--- src/casp_pkg.sv ---
// package: register map, field layout, reset values and encodings of the codec audio serial port
package casp_pkg;
	// register byte offsets
	localparam logic [7:0] REG_FMT_CTRL = 8'h00;
	localparam logic [7:0] REG_CLK_CTRL = 8'h04;
	localparam logic [7:0] REG_ADC_DATA = 8'h08;
	localparam logic [7:0] REG_DAC_DATA = 8'h0C;
	localparam logic [7:0] REG_STATUS   = 8'h10;
	// field positions
	localparam int FP_BIT     = 7;
	localparam int WL_LSB     = 5;
	localparam int FMT_LSB    = 3;
	localparam int DIV_LSB    = 2;
	localparam int MS_BIT     = 0;
	localparam int ST_NEW_BIT = 0;
	localparam int ST_FRM_BIT = 1;
	// reset values
	localparam logic [1:0] WL_RESET  = 2'h2;
	localparam logic [1:0] FMT_RESET = 2'h2;
	localparam logic [2:0] DIV_RESET = 3'h0;
	// word length encodings
	localparam logic [1:0] WL_16 = 2'h0;
	localparam logic [1:0] WL_20 = 2'h1;
	localparam logic [1:0] WL_24 = 2'h2;
	localparam logic [1:0] WL_32 = 2'h3;
	// format encodings
	localparam logic [1:0] FMT_RJ  = 2'h0;
	localparam logic [1:0] FMT_LJ  = 2'h1;
	localparam logic [1:0] FMT_I2S = 2'h2;
	localparam logic [1:0] FMT_DSP = 2'h3;
	// master mode frame length in bit clocks, and reset value of the measured half frame
	localparam int         FRAME_BCLKS   = 64;
	localparam logic [7:0] HALF_LEN_RESET = 8'h20;
	// largest divider exponent; reserved codes act as the largest
	localparam logic [2:0] DIV_MAX = 3'h5;
endpackage : casp_pkg

--- src/casp_bclk_gen.sv ---
// module: master mode bit clock and frame sync divider with edge pulses
`timescale 1ns/1ps
module casp_bclk_gen #(
	parameter int FRAME_BCLKS = casp_pkg::FRAME_BCLKS
) (
	input  wire logic       hclk,
	input  wire logic       hresetn,
	input  wire logic       enable,
	input  wire logic [2:0] div_sel,
	input  wire logic       dsp_mode,
	output logic            bclk_q,
	output logic            frame_q,
	output logic            rise_q,
	output logic            fall_q
);
	localparam int CW = 8;
	logic [5:0]    half_cnt_q;
	logic [5:0]    half_last;
	logic [CW-1:0] bit_cnt_q;
	logic [2:0]    div_eff;

	// half period is 2*2^div hclk cycles so data never moves on the cycle of a rise
	assign div_eff   = (div_sel > casp_pkg::DIV_MAX) ? casp_pkg::DIV_MAX : div_sel;
	assign half_last = 6'(({5'h00, 1'b1} << div_eff) * 2 - 1);

	// divider, bit clock toggle and frame counter, held idle outside master mode
	always_ff @(posedge hclk or negedge hresetn) begin
		if (!hresetn) begin
			half_cnt_q <= 6'h00;
			bit_cnt_q  <= '0;
			bclk_q     <= 1'b0;
			frame_q    <= 1'b0;
			rise_q     <= 1'b0;
			fall_q     <= 1'b0;
		end else if (!enable) begin
			half_cnt_q <= 6'h00;
			bit_cnt_q  <= '0;
			bclk_q     <= 1'b0;
			frame_q    <= 1'b0;
			rise_q     <= 1'b0;
			fall_q     <= 1'b0;
		end else if (half_cnt_q >= half_last) begin
			half_cnt_q <= 6'h00;
			bclk_q     <= !bclk_q;
			rise_q     <= !bclk_q;
			fall_q     <= bclk_q;
			if (bclk_q) begin
				// frame moves with the falling bit clock edge
				bit_cnt_q <= (bit_cnt_q == CW'(FRAME_BCLKS - 1)) ? '0 : bit_cnt_q + 1'b1;
				if (dsp_mode) begin
					frame_q <= (bit_cnt_q == CW'(FRAME_BCLKS - 1));
				end else begin
					frame_q <= (bit_cnt_q == CW'(FRAME_BCLKS - 1)) || (bit_cnt_q < CW'(FRAME_BCLKS / 2 - 1));
				end
			end
		end else begin
			half_cnt_q <= half_cnt_q + 6'h01;
			rise_q     <= 1'b0;
			fall_q     <= 1'b0;
		end
	end
endmodule : casp_bclk_gen

--- src/casp_sync.sv ---
// module: two flip-flop synchroniser with a third stage for edge detection
`timescale 1ns/1ps
module casp_sync #(
	parameter int W = 3
) (
	input  wire logic         hclk,
	input  wire logic         hresetn,
	input  wire logic [W-1:0] d,
	output logic      [W-1:0] q_sync,
	output logic      [W-1:0] q_dly
);
	logic [W-1:0] meta_q;

	// one chain per bit; the first stage feeds only the second
	for (genvar i = 0; i < W; i++) begin : g_bit
		always_ff @(posedge hclk or negedge hresetn) begin
			if (!hresetn) begin
				meta_q[i] <= 1'b0;
				q_sync[i] <= 1'b0;
				q_dly[i]  <= 1'b0;
			end else begin
				meta_q[i] <= d[i];
				q_sync[i] <= meta_q[i];
				q_dly[i]  <= q_sync[i];
			end
		end
	end
endmodule : casp_sync

--- src/casp_top.sv ---
// module: codec audio serial port with AHB-Lite register slave
// Function
// - four wires: adc out, dac in, frame, bclk
// - master drives bclk and frame, slave inputs
// - every word travels msb first
// - master select high generates both clocks
// - master select low follows external clocks
// - left justified msb on first rise
// - left justified trailing cycles carry nothing
// - right justified lsb on last rise
// - right justified leading cycles are padding
// - i2s msb on second rise
// - i2s gap cycles carry no data
// - dsp msb first or second rise by polarity
// - dsp carries the left word only, no right word
// - dsp cycles after left word ignored
// - format rj/lj/i2s/dsp, resets to i2s
// - right justified caps words at 24 bits
// - master clocks divided from master clock
`timescale 1ns/1ps
module casp_top #(
	parameter int FRAME_BCLKS = casp_pkg::FRAME_BCLKS
) (
	input  wire logic        hclk,
	input  wire logic        hresetn,
	input  wire logic        hsel,
	input  wire logic [31:0] haddr,
	input  wire logic [1:0]  htrans,
	input  wire logic        hwrite,
	input  wire logic [2:0]  hsize,
	input  wire logic [31:0] hwdata,
	input  wire logic        hready,
	output logic             hreadyout,
	output logic             hresp,
	output logic      [31:0] hrdata,
	input  wire logic        bclk_in,
	output logic             bclk_out,
	output logic             bclk_oe_n,
	input  wire logic        frame_in,
	output logic             frame_out,
	output logic             frame_oe_n,
	input  wire logic        dac_serial_in,
	output logic             adc_serial_out
);
	// configuration registers
	logic        frame_polarity_sel_q;
	logic [1:0]  word_length_sel_q;
	logic [1:0]  format_sel_q;
	logic [2:0]  bit_clock_divider_q;
	logic        master_select_q;
	logic [31:0] adc_word_q;
	logic [31:0] dac_word_q;
	logic        dac_new_q;
	// bus pipeline
	logic        wr_pend_q;
	logic [7:0]  wr_addr_q;
	logic        acc;
	logic        rd_acc;
	// clock sources
	logic        gen_rise;
	logic        gen_fall;
	logic        gen_bclk;
	logic        gen_frame;
	logic [2:0]  sync_now;
	logic [2:0]  sync_old;
	logic        rise_ev;
	logic        fall_ev;
	logic        frm;
	logic        din;
	// bit engine
	logic [7:0]  pos_q;
	logic [7:0]  pos_n;
	logic [7:0]  half_len_q;
	logic        frm_last_q;
	logic        trans;
	logic        left;
	logic [7:0]  wl;
	logic [7:0]  start;
	logic [7:0]  offs;
	logic        in_word;
	logic [4:0]  idx;
	logic        tx_load;
	logic [31:0] tx_word_q;
	logic [31:0] tx_src;
	logic        rx_act_q;
	logic        rx_last_q;
	logic [31:0] rx_sh_q;

	// word length in bits; right justified never exceeds 24
	function automatic logic [7:0] wl_bits(input logic [1:0] sel, input logic [1:0] fmt);
		logic [7:0] n;
		n = 8'h18;
		case (sel)
			casp_pkg::WL_16: n = 8'h10;
			casp_pkg::WL_20: n = 8'h14;
			casp_pkg::WL_24: n = 8'h18;
			casp_pkg::WL_32: n = (fmt == casp_pkg::FMT_RJ) ? 8'h18 : 8'h20;
			default:         n = 8'h18;
		endcase
		return n;
	endfunction : wl_bits

	// read mux over the register map; unmapped offsets read zero
	function automatic logic [31:0] rd_mux(input logic [7:0] a, input logic [31:0] fmt_w, input logic [31:0] clk_w,
			input logic [31:0] adc_w, input logic [31:0] dac_w, input logic [31:0] st_w);
		logic [31:0] r;
		r = 32'h0000_0000;
		if (a == casp_pkg::REG_FMT_CTRL) begin
			r = fmt_w;
		end else if (a == casp_pkg::REG_CLK_CTRL) begin
			r = clk_w;
		end else if (a == casp_pkg::REG_ADC_DATA) begin
			r = adc_w;
		end else if (a == casp_pkg::REG_DAC_DATA) begin
			r = dac_w;
		end else if (a == casp_pkg::REG_STATUS) begin
			r = st_w;
		end
		return r;
	endfunction : rd_mux

	// address phase accepted when selected, ready and nonsequential or sequential
	assign acc    = hsel && hready && htrans[1];
	assign rd_acc = acc && !hwrite && (haddr[31:8] == 24'h00_0000);

	// zero wait slave, always okay; hsize is not checked since only words are used
	always_ff @(posedge hclk or negedge hresetn) begin
		if (!hresetn) begin
			hreadyout <= 1'b0;
			hresp     <= 1'b0;
		end else begin
			hreadyout <= 1'b1;
			hresp     <= 1'b0;
		end
	end

	// write address capture for the following data phase
	always_ff @(posedge hclk or negedge hresetn) begin
		if (!hresetn) begin
			wr_pend_q <= 1'b0;
			wr_addr_q <= 8'h00;
		end else if (hready) begin
			wr_pend_q <= acc && hwrite && (haddr[31:8] == 24'h00_0000);
			wr_addr_q <= haddr[7:0];
		end
	end

	// read data registered at the address phase so it stands in the data phase
	always_ff @(posedge hclk or negedge hresetn) begin
		if (!hresetn) begin
			hrdata <= 32'h0000_0000;
		end else if (rd_acc) begin
			hrdata <= rd_mux(haddr[7:0],
				{24'h00_0000, frame_polarity_sel_q, word_length_sel_q, format_sel_q, 3'h0},
				{27'h000_0000, bit_clock_divider_q, 1'b0, master_select_q},
				adc_word_q, dac_word_q,
				{30'h0000_0000, frm_last_q, dac_new_q});
		end else if (hready) begin
			hrdata <= 32'h0000_0000;
		end
	end

	// configuration writes in the data phase
	always_ff @(posedge hclk or negedge hresetn) begin
		if (!hresetn) begin
			frame_polarity_sel_q <= 1'b0;
			word_length_sel_q    <= casp_pkg::WL_RESET;
			format_sel_q         <= casp_pkg::FMT_RESET;
			bit_clock_divider_q  <= casp_pkg::DIV_RESET;
			master_select_q      <= 1'b0;
			adc_word_q           <= 32'h0000_0000;
		end else if (wr_pend_q) begin
			if (wr_addr_q == casp_pkg::REG_FMT_CTRL) begin
				frame_polarity_sel_q <= hwdata[casp_pkg::FP_BIT];
				word_length_sel_q    <= hwdata[casp_pkg::WL_LSB +: 2];
				format_sel_q         <= hwdata[casp_pkg::FMT_LSB +: 2];
			end else if (wr_addr_q == casp_pkg::REG_CLK_CTRL) begin
				bit_clock_divider_q <= hwdata[casp_pkg::DIV_LSB +: 3];
				master_select_q     <= hwdata[casp_pkg::MS_BIT];
			end else if (wr_addr_q == casp_pkg::REG_ADC_DATA) begin
				adc_word_q <= hwdata;
			end
		end
	end

	// master clock generation from hclk
	casp_bclk_gen #(
		.FRAME_BCLKS(FRAME_BCLKS)
	) u_gen (
		.hclk    (hclk),
		.hresetn (hresetn),
		.enable  (master_select_q),
		.div_sel (bit_clock_divider_q),
		.dsp_mode(format_sel_q == casp_pkg::FMT_DSP),
		.bclk_q  (gen_bclk),
		.frame_q (gen_frame),
		.rise_q  (gen_rise),
		.fall_q  (gen_fall)
	);

	// slave inputs share one synchroniser so bclk, frame and data stay aligned
	casp_sync #(
		.W(3)
	) u_sync (
		.hclk   (hclk),
		.hresetn(hresetn),
		.d      ({dac_serial_in, frame_in, bclk_in}),
		.q_sync (sync_now),
		.q_dly  (sync_old)
	);

	// pin drivers; enables are low while this end drives
	always_ff @(posedge hclk or negedge hresetn) begin
		if (!hresetn) begin
			bclk_oe_n  <= 1'b1;
			frame_oe_n <= 1'b1;
		end else begin
			bclk_oe_n  <= !master_select_q;
			frame_oe_n <= !master_select_q;
		end
	end
	assign bclk_out  = gen_bclk;
	assign frame_out = gen_frame;

	// event source: own divider in master mode, synchronised pins in slave mode
	assign rise_ev = master_select_q ? gen_rise : (sync_now[0] && !sync_old[0]);
	assign fall_ev = master_select_q ? gen_fall : (!sync_now[0] && sync_old[0]);
	assign frm     = master_select_q ? gen_frame : sync_now[1];
	assign din     = master_select_q ? dac_serial_in : sync_now[2];

	// position of the coming rise counted from the last frame transition, the last rising one in dsp
	always_comb begin
		trans = (format_sel_q == casp_pkg::FMT_DSP) ? (frm && !frm_last_q) : (frm != frm_last_q);
		pos_n = trans ? 8'h00 : ((pos_q == 8'hFF) ? pos_q : pos_q + 8'h01);
		wl    = wl_bits(word_length_sel_q, format_sel_q);
		left  = 1'b1;
		start = 8'h00;
		case (format_sel_q)
			casp_pkg::FMT_LJ: begin
				start = 8'h00;
				left  = frm ^ frame_polarity_sel_q;
			end
			casp_pkg::FMT_I2S: begin
				start = 8'h01;
				left  = !(frm ^ frame_polarity_sel_q);
			end
			casp_pkg::FMT_RJ: begin
				// lsb lands on the last rise of the previous half's length
				start = (half_len_q >= wl) ? half_len_q - wl : 8'h00;
				left  = frm ^ frame_polarity_sel_q;
			end
			default: begin
				start = frame_polarity_sel_q ? 8'h00 : 8'h01;
				left  = 1'b1;
			end
		endcase
		offs    = pos_n - start;
		// only the left word is active; padding and the dsp right slot carry zero
		in_word = left && (pos_n >= start) && (offs < wl);
		idx     = 5'(wl - 8'h01 - offs);
		tx_load = trans && left;
		tx_src  = tx_load ? adc_word_q : tx_word_q;
	end

	// frame tracking at each falling edge; half length measured for right justified
	always_ff @(posedge hclk or negedge hresetn) begin
		if (!hresetn) begin
			pos_q      <= 8'hFF;
			frm_last_q <= 1'b0;
			half_len_q <= casp_pkg::HALF_LEN_RESET;
		end else if (fall_ev) begin
			pos_q      <= pos_n;
			frm_last_q <= frm;
			if (frm != frm_last_q) begin
				half_len_q <= (pos_q == 8'hFF) ? casp_pkg::HALF_LEN_RESET : pos_q + 8'h01;
			end
		end
	end

	// transmit on the falling edge so the host samples a settled bit on the rise
	always_ff @(posedge hclk or negedge hresetn) begin
		if (!hresetn) begin
			adc_serial_out <= 1'b0;
			tx_word_q      <= 32'h0000_0000;
			rx_act_q       <= 1'b0;
			rx_last_q      <= 1'b0;
		end else if (fall_ev) begin
			adc_serial_out <= in_word ? tx_src[idx] : 1'b0;
			tx_word_q      <= tx_src;
			rx_act_q       <= in_word;
			rx_last_q      <= in_word && (idx == 5'h00);
		end
	end

	// receive on the rising edge, msb shifted in first, word right aligned
	always_ff @(posedge hclk or negedge hresetn) begin
		if (!hresetn) begin
			rx_sh_q    <= 32'h0000_0000;
			dac_word_q <= 32'h0000_0000;
		end else if (fall_ev && trans) begin
			rx_sh_q <= 32'h0000_0000;
		end else if (rise_ev && rx_act_q) begin
			rx_sh_q <= {rx_sh_q[30:0], din};
			if (rx_last_q) begin
				dac_word_q <= {rx_sh_q[30:0], din};
			end
		end
	end

	// new word flag: a completed word wins over the clear by reading the data register
	always_ff @(posedge hclk or negedge hresetn) begin
		if (!hresetn) begin
			dac_new_q <= 1'b0;
		end else if (rise_ev && rx_act_q && rx_last_q) begin
			dac_new_q <= 1'b1;
		end else if (rd_acc && (haddr[7:0] == casp_pkg::REG_DAC_DATA)) begin
			dac_new_q <= 1'b0;
		end
	end
endmodule : casp_top

--- config.mk ---
export PLATFORM = sky130hd
export DESIGN_NAME = casp_top
export DESIGN_NICKNAME = d
export VERILOG_FILES = /design/src/casp_pkg.sv /design/src/casp_bclk_gen.sv /design/src/casp_sync.sv /design/src/casp_top.sv
export SDC_FILE = /design/constraint.sdc
export NUM_CORES = 1
export LEC_CHECK = 0
export BUFFER_PORTS_ARGS = -buffer_cell sky130_fd_sc_hd__buf_4
export CELL_PAD_IN_SITES_DETAIL_PLACEMENT = 1
export CELL_PAD_IN_SITES_GLOBAL_PLACEMENT = 2
export CORE_MARGIN = 2
export CORE_UTILIZATION = 35
export DETAILED_ROUTE_END_ITERATION = 8
export PLACE_DENSITY_LB_ADDON = 0.1
export SLEW_MARGIN = 25
export SYNTH_ARGS = -nofsm -noshare
export SYNTH_HDL_FRONTEND = slang
export SYNTH_SLANG_ARGS = --single-unit
--- constraint.sdc ---
create_clock -name hclk -period 5.2 [get_ports hclk]
set_clock_uncertainty 0.1 [all_clocks]
set_input_delay 0.26 -clock hclk [delete_from_list [all_inputs] [get_ports hclk]]
set_output_delay 0.26 -clock hclk [all_outputs]
set_load 0.02 [all_outputs]
==> impl_metrics.toml <==
[detailed_routing]
vias_per_cell = 5.102
drc = 0
routed-via-count = 8000
drt_iter0_drc = 321
ant_nets = 0
drt-total-wl_um = 30150
drt_pre_antenna_iters = 4
post_drt_wl_per_cell_um = 19.23

[clock_tree]
cts_made_buffers = 28
cts_buffer_depth = 3
cts.htree.levels = 1
tritoncts = "done"
clock-sinks = 225
clk-insertion-delay-late_ns = 0.56
path_clk_slew_ns = 0.06
cts-root-buf = "clkbuf_16"

[setup_path]
reg2reg_depth = 22
crit_arrival_ns = 5.25
cp_max_fo = 5
endpoint_kind = "flop"
critPathKind = "flop to flop"
reg2reg_from = "format_sel_q[1]$_DFFE_PN1P_"
worstPathRequired_ns = 5.56
cp-startpoint = "format_sel_q[1]$_DFFE_PN1P_"
crit_path_start_kind = "flop"

[die]
coreArea_um2 = 30590
ioPinCount = 116
die_area_um2 = 32530
die_w_um = 180.4
rows = 64
start_util_pct = 35.59
die_y_um = 180.4

[sta]
min_period_ns = 4.890
setup-tns-final_ns = 0
fin_crit_sh_pct = 94.03
tightest_slew_ns = 0.9082
max-slew-margin-rel_pct = 39.46
rsz0062_at_grt = "no"
worst_hold_slack_ns = 0.04610
finalHoldViolations = 0
max_freq_ghz = 0.2045
setup_violations = 0
finalMaxSlewViolations = 0
fin_ws_ns = 0.3104

[status]
status = "finished clean"

[synthesis]
ys_seq_elements = 225
synth_top_flop_cell = "dfrtp_1"
avgSynthCellArea_um2 = 10.85
seq_area_frac_synth_pct = 51.86
netlist_instances = 1003
async_flop_share_pct = 100.0
synth_area_um2 = 10890
synth_edf_count = 0
yosys_warnings = 0
ys_types = 71
syn_nets = 1109

[cells_and_area]
final_cell_mix = "213 x dfrtp_1, 129 x buf_4, 127 x nand2_1"
final_area_um2 = 13640
n_antenna_cell = 0
area_growth_pct = 25.32
fin_nets = 1256
drive_gt1_share_pct = 29.01
final_common_cell = "dfrtp_1"

[placed_design]
port_buffers = 110
place_hpwl_um = 20420
gp_congestion = 0.7532
post-place-ws_ns = 0.1182
placed_area_um2 = 12120

[worst_hold_path]
holdPathStages = 6
min-delay-path-class = "input port to flop"
min_from = "haddr[28]"

[global_route]
gr-total-overflow = 0
grt_max_degree = 115
grt_pass1_wl_um = 49050
grt_antenna_before_repair = 0
grt_usage_pct = 18.67
grt_pass1_vias = 8795

[power]
pwr-share-seq_pct = 40.0
peakVddDrop_mv = 0.2711
swShare_pct = 27.01
p_per_area_nw_per_um2 = 369.6
netSwitchingPower_uw = 1362
p_leak_uw = 0.006113
power_uw = 5042
internal_power_uw = 3680
power_frac_comb_pct = 16.7
p_clk_share_pct = 43.3

[run]
max_cap_violations = 0
## state kept, by name (all words and copies together) (netlist names), 2 cells and up
name / cells
bit_clock_divider_q: 3
u_sync.meta_q: 3
wr_addr_q: 8
dac_word_q: 32
format_sel_q: 2
pos_q: 8
tx_word_q: 32
half_len_q: 8
u_gen.bit_cnt_q: 8
word_length_sel_q: 2
rx_sh_q: 31
hrdata: 32
u_sync.q_sync: 3
u_gen.half_cnt_q: 6
adc_word_q: 32
## power by group through the flow
stage                     clock network, uW  logic [uW]  registers (uW)
after floorplan                           0         546            2010
after global placement                    0         805            2040
after detailed placement                  0         813            2050
after CTS                              2250         844            2020
after global routing                   2320         935            2040
final                                  2180         840            2020
## cells by family after synthesis
kind of cell | synth area share, %
other | 0.06899
adder cells (fa/ha/maj) | 3.540
multiplexers | 14.91
buffers and inverters | 4.333
flip-flops | 51.86
AO/OA/AOI/OAI | 12.09
AND/OR/NAND/NOR | 11.18
XOR/XNOR | 2.011
## through the flow
stage / std cells / util (%)
2_1_floorplan: 1003 / -
6_report: 1568 / 44.60
3_3_place_gp: 1471 / 39.63
3_5_place_dp: 1471 / 39.63
5_1_grt: 1568 / 44.60
4_1_cts: 1566 / 44.48
## path summary, 6_finish.rpt
kind / endpoint / slack [ns]
hold / removal: wr_pend_q$_DFFE_PN0P_ / 0.05
hold reg to reg: u_sync.q_sync[2]$_DFF_PN0_ / 0.25
max in group asynchronous: rx_sh_q[26]$_DFFE_PN0P_ / 3.58
min in group asynchronous: half_len_q[7]$_DFFE_PN0P_ / 0.27
setup / recovery: adc_serial_out$_DFFE_PN0P_ / 0.31
setup reg to reg: adc_serial_out$_DFFE_PN0P_ / 0.31
## cells in the mapped netlist (all sizes together) (10+ instances only)
cell type	n	area share, %
dfrtp	213	49
nand2	128	4.4
inv	54	1.9
mux2	124	13
xor2	10	0.80
xnor2	15	1.2
o22ai	37	2.1
mux2i	12	1.2
nor2	53	1.9
o21ai	28	1.3
a21oi	62	2.9
buf	21	1.2
dfstp	12	2.9
ha	26	3.0
clkbuf	36	1.2
nor3	13	0.60
a22oi	27	1.9
## critical path, cell delays in order, from the launching register on
cell and delay (ns):
dfstp_2 0.52, o21ai_0 0.10, nor2_1 0.21, inv_2 0.09, ha_4 0.30, nor4bb_1 0.27
a32oi_1 0.15, a211oi_2 0.25, a21oi_1 0.09, a31oi_1 0.16, ha_1 0.19, inv_1 0.05
fa_1 0.41, nand2_1 0.08, nand2_1 0.05, a21oi_1 0.22, nor2b_1 0.07, o21a_1 0.17
or4_1 0.49, a2111oi_2 0.31, buf_4 0.18, inv_1 0.05, o311ai_1 0.25
## final cells by class
type | instances | area (um^2)
Clock buffer | 35 | 787.0
Inverter | 54 | 202.7
Clock inverter | 17 | 267.8
Multi-Input combinational cell | 667 | 4810
Sequential cell | 225 | 5645
Timing Repair Buffer | 174 | 1434
Fill cell | 3297 | 16950
Tap cell | 396 | 495.5
## metal layers
layer / track usage [%] / part of all wire (%)
met4: 3.387 / 1.4
met1: 26.33 / 48
met3: 2.789 / 3.7
met2: 30.82 / 46
met5: 0 / 0
## timing repair
action,4_1_cts,5_1_grt
hold buffers,43,0
resized for setup,0,6
setup buffers,0,2
setup endpoints to repair,0,3
hold endpoints to repair,153,0
Note: power is estimated with default switching activity, not from simulation.
